## src/core/scp_pkg.sv

```systemverilog
// shared constants and types for the serial register port, both ends
package scp_pkg;

	// ***********************
	// header codes
	// ***********************
	localparam logic [7:0] HDR_CODEC_NI  = 8'h00;
	localparam logic [7:0] HDR_CODEC_IL  = 8'h08;
	localparam logic [7:0] HDR_ADAD_NI   = 8'h40;
	localparam logic [7:0] HDR_ADAD_NI_C = 8'h44;
	localparam logic [7:0] HDR_ADAD_IL   = 8'h48;
	localparam logic [7:0] HDR_ADAD_IL_C = 8'h4c;
	localparam logic [7:0] HDR_AUTO      = 8'h4a;
	localparam logic [7:0] HDR_AUTO_C    = 8'h4e;
	localparam logic [7:0] HDR_FIFO      = 8'h43;
	localparam logic [7:0] HDR_RDWR_NI   = 8'h41;
	localparam logic [7:0] HDR_RDWR_IL   = 8'h49;

	// ***********************
	// address byte layout
	// ***********************
	localparam int ADDR_RD_BIT = 7;              // set: read access
	localparam logic COEF_BASE_BIT = 1'b1;       // top address bit in coefficient range

	// codec command data counts, picked by command bits 1:0
	localparam logic [3:0] CMD_LEN0 = 4'h0;
	localparam logic [3:0] CMD_LEN1 = 4'h1;
	localparam logic [3:0] CMD_LEN2 = 4'h4;
	localparam logic [3:0] CMD_LEN3 = 4'h8;

	// ***********************
	// timing
	// ***********************
	localparam int SYS_PERIOD_NS  = 20;
	localparam int SCLK_PERIOD_NS = 160;
	localparam int SCLK_HALF_CYC  = SCLK_PERIOD_NS / (2 * SYS_PERIOD_NS);
	localparam int BYTE_BITS      = 8;

	// interface chosen by the straps at reset release
	typedef enum logic [1:0] {
		MODE_SERIAL,
		MODE_MONITOR,
		MODE_PARALLEL
	} host_mode_t;

endpackage : scp_pkg

```

## src/core/scp_if.sv

```systemverilog
// four-wire serial register port between host and device
`timescale 1ns/1ns
interface scp_if;
	logic sclk;
	logic select_n;
	logic serial_data_in;
	logic serial_data_out_o;
	logic serial_data_out_oe;
	logic serial_data_out;

	// undriven line floats high through the board pull-up
	assign serial_data_out = serial_data_out_oe ? serial_data_out_o : 1'b1;

	modport device (
		input  sclk,
		input  select_n,
		input  serial_data_in,
		output serial_data_out_o,
		output serial_data_out_oe
	);

	modport host (
		output sclk,
		output select_n,
		output serial_data_in,
		input  serial_data_out
	);
endinterface : scp_if

```

## src/core/scp_device.sv

```systemverilog
// device end: strap decode and serial register access sequencer
`timescale 1ns/1ns
// What this block does
// - sample strap pins once at reset release
// - small package: select high serial, low monitor
// - large package: both strobes high pick parallel, else select decides
// - no host: program registers via monitor channel
// - board ties unused strap pins static
// - four lines: clock, data out, in, select
// - select fall starts access, expects header
// - capture on rising, change on falling clock
// - host ends access by raising select
// - bytes of eight bits, MSB first
// - first byte decoded as sequence header
// - headers 00/08 start codec command sequences
// - command followed by 0, 1, 4, 8 bytes
// - any commands, any order, until select rises
// - 40/44 non-interleaved address/data, read or write
// - read data only in slot after address
// - 48/4C read data overlaps next address byte
// - 4A/4E one address, autoincrement per byte
// - 43 address reaches FIFO, pointer advances
// - 41/49 reads until write address, then writes
module scp_device (
	input  wire logic                clk_sys,
	input  wire logic                rst,
	scp_if.device                    port,
	input  wire logic                large_package,
	input  wire logic                strap_write_n,
	input  wire logic                strap_read_n,
	input  wire logic                strap_latch,
	output scp_pkg::host_mode_t      host_mode,
	output logic                     parallel_latch_sel,
	input  wire logic                mon_wr,
	input  wire logic [7:0]          mon_addr,
	input  wire logic [7:0]          mon_data,
	output logic                     reg_wr,
	output logic                     reg_rd,
	output logic [7:0]               reg_addr,
	output logic [7:0]               reg_wdata,
	input  wire logic [7:0]          reg_rdata,
	output logic [5:0]               fifo_ptr,
	output logic                     fifo_access,
	output logic                     cmd_valid,
	output logic                     codec_data_valid,
	output logic [7:0]               codec_byte,
	input  wire logic [7:0]          codec_rdata
);

	typedef enum {
		ST_HDR, ST_ADDR, ST_WDATA, ST_RSLOT, ST_CMD, ST_CDATA, ST_STREAM, ST_IGNORE
	} st_t;
	typedef enum {K_ADAD, K_AUTO, K_FIFO, K_RDFIRST, K_CODEC} kind_t;

	// ***********************
	// pin synchronisers
	// ***********************
	logic [2:0] sclk_s_q;
	logic [2:0] sel_s_q;
	logic [1:0] sdi_s_q;
	logic [1:0] strap_s_q [4];
	logic       strap_done_q;
	logic       serial_on;
	logic       sclk_rise;
	logic       sclk_fall;
	logic       sel_fall;
	logic       sel_high;

	// two flops before use; bit 2 feeds edge detection and the strap capture check
	always_ff @(posedge clk_sys or posedge rst) begin
		if (rst) begin
			sclk_s_q <= 3'h7;
			sel_s_q  <= 3'h7;
			sdi_s_q  <= 2'h0;
		end else begin
			sclk_s_q <= {sclk_s_q[1:0], port.sclk};
			sel_s_q  <= {sel_s_q[1:0], port.select_n};
			sdi_s_q  <= {sdi_s_q[0], port.serial_data_in};
		end
	end

	// straps keep sampling through reset: a reset value here would be
	// captured as the strap level at the first edge after release
	always_ff @(posedge clk_sys) begin
		strap_s_q[0] <= {strap_s_q[0][0], port.select_n};
		strap_s_q[1] <= {strap_s_q[1][0], strap_write_n};
		strap_s_q[2] <= {strap_s_q[2][0], strap_read_n};
		strap_s_q[3] <= {strap_s_q[3][0], strap_latch};
	end

	assign sclk_rise = sclk_s_q[1] & ~sclk_s_q[2];
	assign sclk_fall = ~sclk_s_q[1] & sclk_s_q[2];
	assign sel_fall  = ~sel_s_q[1] & sel_s_q[2];
	assign sel_high  = sel_s_q[1];
	assign serial_on = strap_done_q && (host_mode == scp_pkg::MODE_SERIAL);

	// ***********************
	// strap decode
	// ***********************
	// one-shot capture: taken at the first edge after release, from levels sampled during reset
	always_ff @(posedge clk_sys or posedge rst) begin
		if (rst) begin
			strap_done_q       <= 1'b0;
			host_mode          <= scp_pkg::MODE_SERIAL;
			parallel_latch_sel <= 1'b0;
		end else if (!strap_done_q && sel_s_q[2] == sel_s_q[1]) begin
			strap_done_q       <= 1'b1;
			parallel_latch_sel <= strap_s_q[3][1];
			// large package with both strobes high gives the parallel bus
			if (large_package && strap_s_q[1][1] && strap_s_q[2][1]) begin
				host_mode <= scp_pkg::MODE_PARALLEL;
			// select level chooses serial or monitor slave
			end else if (strap_s_q[0][1]) begin
				host_mode <= scp_pkg::MODE_SERIAL;
			end else begin
				host_mode <= scp_pkg::MODE_MONITOR;
			end
		end
	end

	// ***********************
	// bit engine
	// ***********************
	logic [7:0] rx_q;
	logic [2:0] bit_q;
	logic       byte_done_q;
	logic [7:0] byte_q;
	logic [7:0] tx_q;
	logic       armed_q;
	logic       drive_q;
	logic       out_q;
	logic       load_reg_q;
	logic       load_codec_q;

	// capture on rising; MSB first, eight bits; fall restarts count
	always_ff @(posedge clk_sys or posedge rst) begin
		if (rst) begin
			rx_q        <= 8'h00;
			bit_q       <= 3'h0;
			byte_done_q <= 1'b0;
			byte_q      <= 8'h00;
		end else begin
			byte_done_q <= 1'b0;
			if (sel_fall || sel_high) begin
				bit_q <= 3'h0;
			end else if (sclk_rise && serial_on) begin
				rx_q  <= {rx_q[6:0], sdi_s_q[1]};
				bit_q <= bit_q + 3'h1;
				if (bit_q == 3'h7) begin
					byte_done_q <= 1'b1;
					byte_q      <= {rx_q[6:0], sdi_s_q[1]};
				end
			end
		end
	end

	// change on falling; drive only in the armed slot
	always_ff @(posedge clk_sys or posedge rst) begin
		if (rst) begin
			tx_q    <= 8'h00;
			armed_q <= 1'b0;
			drive_q <= 1'b0;
			out_q   <= 1'b1;
		end else if (sel_high) begin
			armed_q <= 1'b0;
			drive_q <= 1'b0;
		end else if (load_reg_q || load_codec_q) begin
			tx_q    <= load_reg_q ? reg_rdata : codec_rdata;
			armed_q <= 1'b1;
		end else if (byte_done_q) begin
			armed_q <= 1'b0;
			drive_q <= 1'b0;
		end else if (sclk_fall && armed_q) begin
			drive_q <= 1'b1;
			out_q   <= tx_q[7];
			tx_q    <= {tx_q[6:0], 1'b0};
		end
	end

	// data out line is the only pin the device drives
	assign port.serial_data_out_o  = out_q;
	assign port.serial_data_out_oe = drive_q;

	// ***********************
	// byte sequencer
	// ***********************
	st_t        state_q;
	kind_t      kind_q;
	logic       inter_q;
	logic       coef_q;
	logic       rd_stream_q;
	logic [3:0] cnt_q;
	logic [7:0] addr_q;
	logic [7:0] a_byte;
	logic       a_rd;
	logic       rd_now;
	logic       wr_now;
	logic [7:0] acc_addr;

	function automatic logic [3:0] cmd_len(input logic [7:0] c);
		case (c[1:0])
			2'h0:    cmd_len = scp_pkg::CMD_LEN0;
			2'h1:    cmd_len = scp_pkg::CMD_LEN1;
			2'h2:    cmd_len = scp_pkg::CMD_LEN2;
			default: cmd_len = scp_pkg::CMD_LEN3;
		endcase
	endfunction : cmd_len

	assign a_byte = {coef_q ? scp_pkg::COEF_BASE_BIT : 1'b0, byte_q[6:0]};
	assign a_rd   = byte_q[scp_pkg::ADDR_RD_BIT];

	// access decision for the byte just completed
	always_comb begin
		rd_now   = 1'b0;
		wr_now   = 1'b0;
		acc_addr = addr_q;
		if (byte_done_q) begin
			case (state_q)
				ST_ADDR: begin
					acc_addr = a_byte;
					rd_now   = a_rd;
				end
				ST_WDATA: wr_now = 1'b1;
				ST_STREAM: begin
					// another read follows each read slot: next address for auto, same address for fifo
					if (rd_stream_q) begin
						acc_addr = (kind_q == K_AUTO) ? addr_q + 8'h01 : addr_q;
						rd_now   = 1'b1;
					end else begin
						wr_now = 1'b1;
					end
				end
				default: ;
			endcase
		end
	end

	// header decode; select high ends any sequence
	always_ff @(posedge clk_sys or posedge rst) begin
		if (rst) begin
			state_q     <= ST_HDR;
			kind_q      <= K_ADAD;
			inter_q     <= 1'b0;
			coef_q      <= 1'b0;
			rd_stream_q <= 1'b0;
			cnt_q       <= 4'h0;
			addr_q      <= 8'h00;
		end else if (sel_high || sel_fall) begin
			state_q <= ST_HDR;
		end else if (byte_done_q) begin
			case (state_q)
				ST_HDR: begin
					state_q <= ST_ADDR;
					inter_q <= 1'b0;
					coef_q  <= 1'b0;
					case (byte_q)
						scp_pkg::HDR_CODEC_NI: begin
							kind_q  <= K_CODEC;
							state_q <= ST_CMD;
						end
						scp_pkg::HDR_CODEC_IL: begin
							kind_q  <= K_CODEC;
							inter_q <= 1'b1;
							state_q <= ST_CMD;
						end
						scp_pkg::HDR_ADAD_NI:   kind_q <= K_ADAD;
						scp_pkg::HDR_ADAD_NI_C: begin
							kind_q <= K_ADAD;
							coef_q <= 1'b1;
						end
						scp_pkg::HDR_ADAD_IL: begin
							kind_q  <= K_ADAD;
							inter_q <= 1'b1;
						end
						scp_pkg::HDR_ADAD_IL_C: begin
							kind_q  <= K_ADAD;
							inter_q <= 1'b1;
							coef_q  <= 1'b1;
						end
						scp_pkg::HDR_AUTO:   kind_q <= K_AUTO;
						scp_pkg::HDR_AUTO_C: begin
							kind_q <= K_AUTO;
							coef_q <= 1'b1;
						end
						scp_pkg::HDR_FIFO:    kind_q <= K_FIFO;
						scp_pkg::HDR_RDWR_NI: kind_q <= K_RDFIRST;
						scp_pkg::HDR_RDWR_IL: begin
							kind_q  <= K_RDFIRST;
							inter_q <= 1'b1;
						end
						default: state_q <= ST_IGNORE;
					endcase
				end
				ST_ADDR: begin
					addr_q <= a_byte;
					if (kind_q == K_AUTO || kind_q == K_FIFO) begin
						rd_stream_q <= a_rd;
						state_q     <= ST_STREAM;
					// write address ends the read phase
					end else if (kind_q == K_RDFIRST && !a_rd) begin
						rd_stream_q <= 1'b0;
						state_q     <= ST_STREAM;
					end else if (a_rd) begin
						state_q <= inter_q ? ST_ADDR : ST_RSLOT;
					end else begin
						state_q <= ST_WDATA;
					end
				end
				ST_WDATA: state_q <= ST_ADDR;
				ST_RSLOT: state_q <= ST_ADDR;
				ST_STREAM: begin
					if (kind_q == K_AUTO) begin
						addr_q <= addr_q + 8'h01;
					end
				end
				// data count fixed by the command
				ST_CMD: begin
					cnt_q <= cmd_len(byte_q);
					if (cmd_len(byte_q) != 4'h0) begin
						state_q <= ST_CDATA;
					end
				end
				// back to commands, any number of them
				ST_CDATA: begin
					cnt_q <= cnt_q - 4'h1;
					if (cnt_q == 4'h1) begin
						state_q <= ST_CMD;
					end
				end
				default: ;
			endcase
		end
	end

	// ***********************
	// register and codec side
	// ***********************
	// monitor writes take the register port only in monitor mode
	always_ff @(posedge clk_sys or posedge rst) begin
		if (rst) begin
			reg_wr     <= 1'b0;
			reg_rd     <= 1'b0;
			reg_addr   <= 8'h00;
			reg_wdata  <= 8'h00;
			load_reg_q <= 1'b0;
		end else begin
			load_reg_q <= reg_rd;
			reg_rd     <= rd_now;
			reg_wr     <= wr_now;
			if (rd_now || wr_now) begin
				reg_addr  <= acc_addr;
				reg_wdata <= byte_q;
			end else if (strap_done_q && host_mode == scp_pkg::MODE_MONITOR && mon_wr) begin
				reg_wr    <= 1'b1;
				reg_addr  <= mon_addr;
				reg_wdata <= mon_data;
			end
		end
	end

	// pointer steps with every data byte of a fifo stream
	always_ff @(posedge clk_sys or posedge rst) begin
		if (rst) begin
			fifo_ptr    <= 6'h00;
			fifo_access <= 1'b0;
		end else begin
			fifo_access <= (kind_q == K_FIFO) && (rd_now || wr_now);
			if (byte_done_q && state_q == ST_STREAM && kind_q == K_FIFO) begin
				fifo_ptr <= fifo_ptr + 6'h01;
			end
		end
	end

	// codec bytes out; interleaved mode returns codec data meanwhile
	always_ff @(posedge clk_sys or posedge rst) begin
		if (rst) begin
			cmd_valid        <= 1'b0;
			codec_data_valid <= 1'b0;
			codec_byte       <= 8'h00;
			load_codec_q     <= 1'b0;
		end else begin
			cmd_valid        <= byte_done_q && state_q == ST_CMD;
			codec_data_valid <= byte_done_q && state_q == ST_CDATA;
			load_codec_q     <= byte_done_q && inter_q && kind_q == K_CODEC
				&& ((state_q == ST_CMD && cmd_len(byte_q) != 4'h0)
				|| (state_q == ST_CDATA && cnt_q != 4'h1));
			if (byte_done_q) begin
				codec_byte <= byte_q;
			end
		end
	end

endmodule : scp_device

```

## src/flat_wrapper.sv

```systemverilog
// flat-port wrapper written by rule: the top's interface ports become plain ports
module scp_device_flat 
  (clk_sys, rst, large_package, strap_write_n, strap_read_n, strap_latch, host_mode, parallel_latch_sel, mon_wr, mon_addr, mon_data, reg_wr, reg_rd, reg_addr, reg_wdata, reg_rdata, fifo_ptr, fifo_access, cmd_valid, codec_data_valid, codec_byte, codec_rdata, port_sclk, port_select_n, port_serial_data_in, port_serial_data_out_o, port_serial_data_out_oe);
  scp_if port_i ();
  input  wire logic clk_sys;
  input  wire logic rst;
  input  wire logic large_package;
  input  wire logic strap_write_n;
  input  wire logic strap_read_n;
  input  wire logic strap_latch;
  output scp_pkg::host_mode_t host_mode;
  output logic parallel_latch_sel;
  input  wire logic mon_wr;
  input  wire logic [7:0] mon_addr;
  input  wire logic [7:0] mon_data;
  output logic reg_wr;
  output logic reg_rd;
  output logic [7:0] reg_addr;
  output logic [7:0] reg_wdata;
  input  wire logic [7:0] reg_rdata;
  output logic [5:0] fifo_ptr;
  output logic fifo_access;
  output logic cmd_valid;
  output logic codec_data_valid;
  output logic [7:0] codec_byte;
  input  wire logic [7:0] codec_rdata;
  input wire logic [$bits(port_i.sclk)-1:0] port_sclk;
  input wire logic [$bits(port_i.select_n)-1:0] port_select_n;
  input wire logic [$bits(port_i.serial_data_in)-1:0] port_serial_data_in;
  output wire logic [$bits(port_i.serial_data_out_o)-1:0] port_serial_data_out_o;
  output wire logic [$bits(port_i.serial_data_out_oe)-1:0] port_serial_data_out_oe;
  assign port_i.sclk = port_sclk;
  assign port_i.select_n = port_select_n;
  assign port_i.serial_data_in = port_serial_data_in;
  assign port_serial_data_out_o = port_i.serial_data_out_o;
  assign port_serial_data_out_oe = port_i.serial_data_out_oe;
  scp_device u_core (.clk_sys(clk_sys), .rst(rst), .port(port_i), .large_package(large_package), .strap_write_n(strap_write_n), .strap_read_n(strap_read_n), .strap_latch(strap_latch), .host_mode(host_mode), .parallel_latch_sel(parallel_latch_sel), .mon_wr(mon_wr), .mon_addr(mon_addr), .mon_data(mon_data), .reg_wr(reg_wr), .reg_rd(reg_rd), .reg_addr(reg_addr), .reg_wdata(reg_wdata), .reg_rdata(reg_rdata), .fifo_ptr(fifo_ptr), .fifo_access(fifo_access), .cmd_valid(cmd_valid), .codec_data_valid(codec_data_valid), .codec_byte(codec_byte), .codec_rdata(codec_rdata));
endmodule
```

## config.mk

```make
export PLATFORM = sky130hd
export DESIGN_NAME = scp_device_flat
export DESIGN_NICKNAME = d
export VERILOG_FILES = /design/src/core/scp_pkg.sv /design/src/core/scp_if.sv /design/src/core/scp_device.sv /design/src/flat_wrapper.sv
export SDC_FILE = /design/constraint.sdc
export NUM_CORES = 1
export LEC_CHECK = 0
export BUFFER_PORTS_ARGS = -buffer_cell sky130_fd_sc_hd__buf_4
export CELL_PAD_IN_SITES_DETAIL_PLACEMENT = 0
export CELL_PAD_IN_SITES_GLOBAL_PLACEMENT = 1
export CORE_MARGIN = 10
export CORE_UTILIZATION = 47
export CTS_CLUSTER_DIAMETER = 50
export CTS_CLUSTER_SIZE = 25
export DETAILED_ROUTE_END_ITERATION = 10
export PLACE_DENSITY_LB_ADDON = 0.1
export SYNTH_ARGS = -nofsm -noshare
export SYNTH_HDL_FRONTEND = slang
export SYNTH_SLANG_ARGS = --single-unit
```

## constraint.sdc

```tcl
create_clock -name clk_sys -period 6.81 [get_ports clk_sys]
set_input_delay 1.0215 -clock clk_sys [delete_from_list [all_inputs] [get_ports clk_sys]]
set_output_delay 1.0215 -clock clk_sys [all_outputs]
set_load 0.05 [all_outputs]
```

==> results.yml <==
run:
  maxCapViolCount: 0
sta:
  setup_viol: 0
  finalHoldViolations: 0
  timing.final.crit_share_pct: 35.49
  skew_ns: 0.009036
  setup-tns-final_ns: 0
  rsz0062_at_grt: "false"
  worst_pin_slew_ns: 0.9442
  layout_min_cycle_time_ns: 2.417
  fmax_mhz: 413.8
  slew-limit-headroom_pct: 36.63
  maxSlewViolCount: 0
clocking:
  cts_max_level: 3
  clock-sinks: 108
  numCtsBuffers: 9
  postCtsSetupBuffers: 0
  clkSlewWorstSetupHoldPaths_ns: 0.11
  root_buffer: "clkbuf_8"
  ctsResizeCount: 0
  hold_buffers: 0
  clockBufferDepth: 2
  worstSkewPairLatency_ns: 0.38
  cts_tree: "built"
setup_path:
  path_buf_inv: 0
  crit_arrival_ns: 2.69
  slowest_stage: "dfrtp_1"
  required_ns: 7.08
  path_delay_family: "simple AND/OR/NAND/NOR gates"
  start_kind: "register"
  crit_path_max_incr_delay_ns: 0.60
  cp_max_fo: 16
  crit_path_end_kind: "register"
  rrSetupSlack_ns: 4.39
  path_class: "reg2reg"
  worstPathCellList: "nor2b_1 -> nand2_1 -> nor3_1 -> a32oi_1 -> o22a_1"
pwr:
  pwr-share-comb_pct: 8.4
  ir_worst_vdd_uv: 152.4
  switchingPower_mw: 0.3110
  swShare_pct: 26.89
  p_int_mw: 0.8456
  p_per_area_nw_per_um2: 191.1
  clock_power_share_pct: 34.2
  p_leak_nw: 2.812
  p_seq_share_pct: 57.4
floorplan:
  die_x_um: 124.8
  core_area_um2: 10790
  start_util_pct: 47.80
  die_h_um: 124.8
  ioPinCount: 82
  std_cell_rows: 38
  dieArea_um2: 15570
drt:
  vias: 4126
  drc: 0
  wl_per_cell_um: 18.07
  drt-vias-per-instance: 5.614
  routed_wl_um: 13280
  drt_first_pass_iters: 5
  ant_nets: 0
  drt_iter0_markers: 303
synth:
  yosysWarnings: 0
  synth_area_per_cell_um2: 9.921
  synth.distinct_cells: 67
  synth-main-ff-cell: "dfrtp_1"
  ys_ff_latch: 108
  synth_area_um2: 5159
  yosysSeqAreaShare_pct: 51.78
  synth_enable_flop_cells: 0
  async_flop_share_pct: 92.59
  synth_cells: 520
  synth_nets: 569
global_routing:
  antenna_found_initial: 0
  grt_overflow: 0
  grt_pass1_wl_um: 22070
  grt_usage_pct: 17.23
  grt_pass1_vias: 4184
  grt_max_degree: 68
final_layout:
  final.fill_count: 959
  final_area_um2: 6053
  drive_gt1_share_pct: 24.54
  area_growth_pct: 17.34
  n_antenna_cell: 0
  final_nets: 639
  fin_util_pct: 56.09
placement:
  io_buffers: 81
  gp_congestion: 0.9017
  hpwl_um: 9730
  placed_area_um2: 5856
min_path:
  min_path_type: "reg2reg"
outcome:
  status: "finished clean"
## cell type report
| class | count | area (µm²) | share of cell area (%) |
|---|---|---|---|
| clock buffers | 10 | 137.6 | 2.274 |
| clock inverters | 6 | 60.06 | 0.9921 |
| inverters | 19 | 73.82 | 1.220 |
| multi-input cells | 367 | 2297 | 37.95 |
| flip-flops and latches | 108 | 2671 | 44.13 |
| well taps | 140 | 175.2 | 2.894 |
| repair buffers | 85 | 638.1 | 10.54 |
## flip-flops by register name, indices dropped and copies added (netlist names), 4 cells and up
register and flops:
u_core.addr_q 8, u_core.byte_q 8, u_core.codec_byte 8, u_core.reg_addr 8, u_core.reg_wdata 8, u_core.strap_s_q 8, u_core.tx_q 8, u_core.rx_q 7
u_core.fifo_ptr 6, u_core.cnt_q 4
## kinds of logic (layout without fill, tap and decap cells)
group	Yosys count	count (layout)	synth area share, %
adders and majority gates	8	8	1.892
xor gates and xnor gates	11	11	1.868
DFF	108	108	51.78
and+or+nand+nor	195	195	19.06
AOI/OAI and AO/OA	118	118	14.31
buffers and inverters	45	120	3.686
muxes	35	35	7.398
## power groups by stage
stage                     logic (mW)  clock network [mW]  registers [mW]
final                         0.0976               0.395           0.664
after global routing           0.106               0.433           0.665
after CTS                     0.0994               0.409           0.664
after detailed placement      0.0993                   0           0.676
after global placement        0.0981                   0           0.676
after floorplan               0.0243                   0           0.705
## placed cells by master, fill, tap and decap left out, types with 3 or more instances in the layout
cell type,synthesis,final
dfrtp_1,93,93
buf_4,0,85
nand2_1,63,63
nor2_1,50,50
o21ai_0,35,35
mux2_2,25,25
a21oi_1,25,25
inv_1,19,18
nor3_1,17,17
a31oi_1,15,15
nand3_1,14,14
mux2i_1,10,10
clkbuf_8,0,10
xnor2_1,9,9
nand4_1,8,8
dfxtp_1,8,8
nor2b_1,7,7
ha_1,7,7
dfstp_2,7,7
o21ai_1,5,5
o211ai_1,5,5
and2_1,4,4
and3_1,4,4
inv_8,0,4
nand2b_1,3,3
nor3b_1,3,3
or3b_1,3,3
a21o_1,3,3
a211oi_1,3,3
a22oi_1,3,3
o221a_2,3,3
## worst paths after layout
check / from / endpoint / cells past startpoint
worst max register to register: u_core.state_q[1] / u_core.addr_q[6] / 5
worst min register to register: u_core.strap_s_q[3][0] / u_core.strap_s_q[3][1] / 0
worst min-delay path: u_core.strap_s_q[3][0] / u_core.strap_s_q[3][1] / 0
max in group asynchronous: rst / u_core.addr_q[3] / 3
worst max-delay path: u_core.state_q[1] / u_core.addr_q[6] / 5
min in group asynchronous: rst / u_core.fifo_ptr[4] / 2
## routing by layer
metal	vias up	track usage [%]	wire length, µm
met5	-	0	0
met4	0	5.757	194
met3	15	3.277	648
met2	103	26.61	6012
met1	2023	23.64	6424
li1	1985	-	-
## worst reg2reg max path, stage by stage, from the launching register on
cell and delay, ns:
dfrtp_1 0.60, nor2b_1 0.54, nand2_1 0.47, nor3_1 0.36
a32oi_1 0.14, o22a_1 0.22
## cells in the mapped netlist, types with 3 or more instances
cell type  instances  area (µm²)
nor3b_1            3       22.52
nand2b_1           3       18.77
dfrtp_1           93        2327
nand4_1            8       50.05
and3_1             4       25.02
o21ai_1            5       25.02
buf_2              5       25.02
a22oi_1            3       22.52
dfxtp_1            8       160.2
ha_1               7       87.58
a31oi_1           15       93.84
nor2_1            50       187.7
o211ai_1           5       37.54
a21o_1             3       22.52
or3b_1             3       26.28
dfstp_2            7       183.9
o21ai_0           35       175.2
xnor2_1            9       78.83
o221a_2            3       33.78
mux2_2            25       281.5
nand2_1           63       236.5
a21oi_1           25       125.1
inv_1             19       71.32
nand3_1           14       70.07
mux2i_1           10       100.1
nor2b_1            7       43.79
nor3_1            17       85.08
and2_1             4       25.02
a211oi_1           3       22.52
clkbuf_1          18       67.56
## per-stage QoR
step                      hold slack [ns]  setup WS [ns]  total power, mW  std cells
after floorplan                    0.3096          3.181           0.7296        520
final                              0.3421          4.393            1.157        735
after global placement             0.3103          4.468           0.7737        719
after detailed placement           0.3161          4.432           0.7756        719
after CTS                          0.3427          4.426            1.172        735
after global routing               0.3551          4.138            1.204        735
Note: power is estimated with default switching activity, not from simulation.
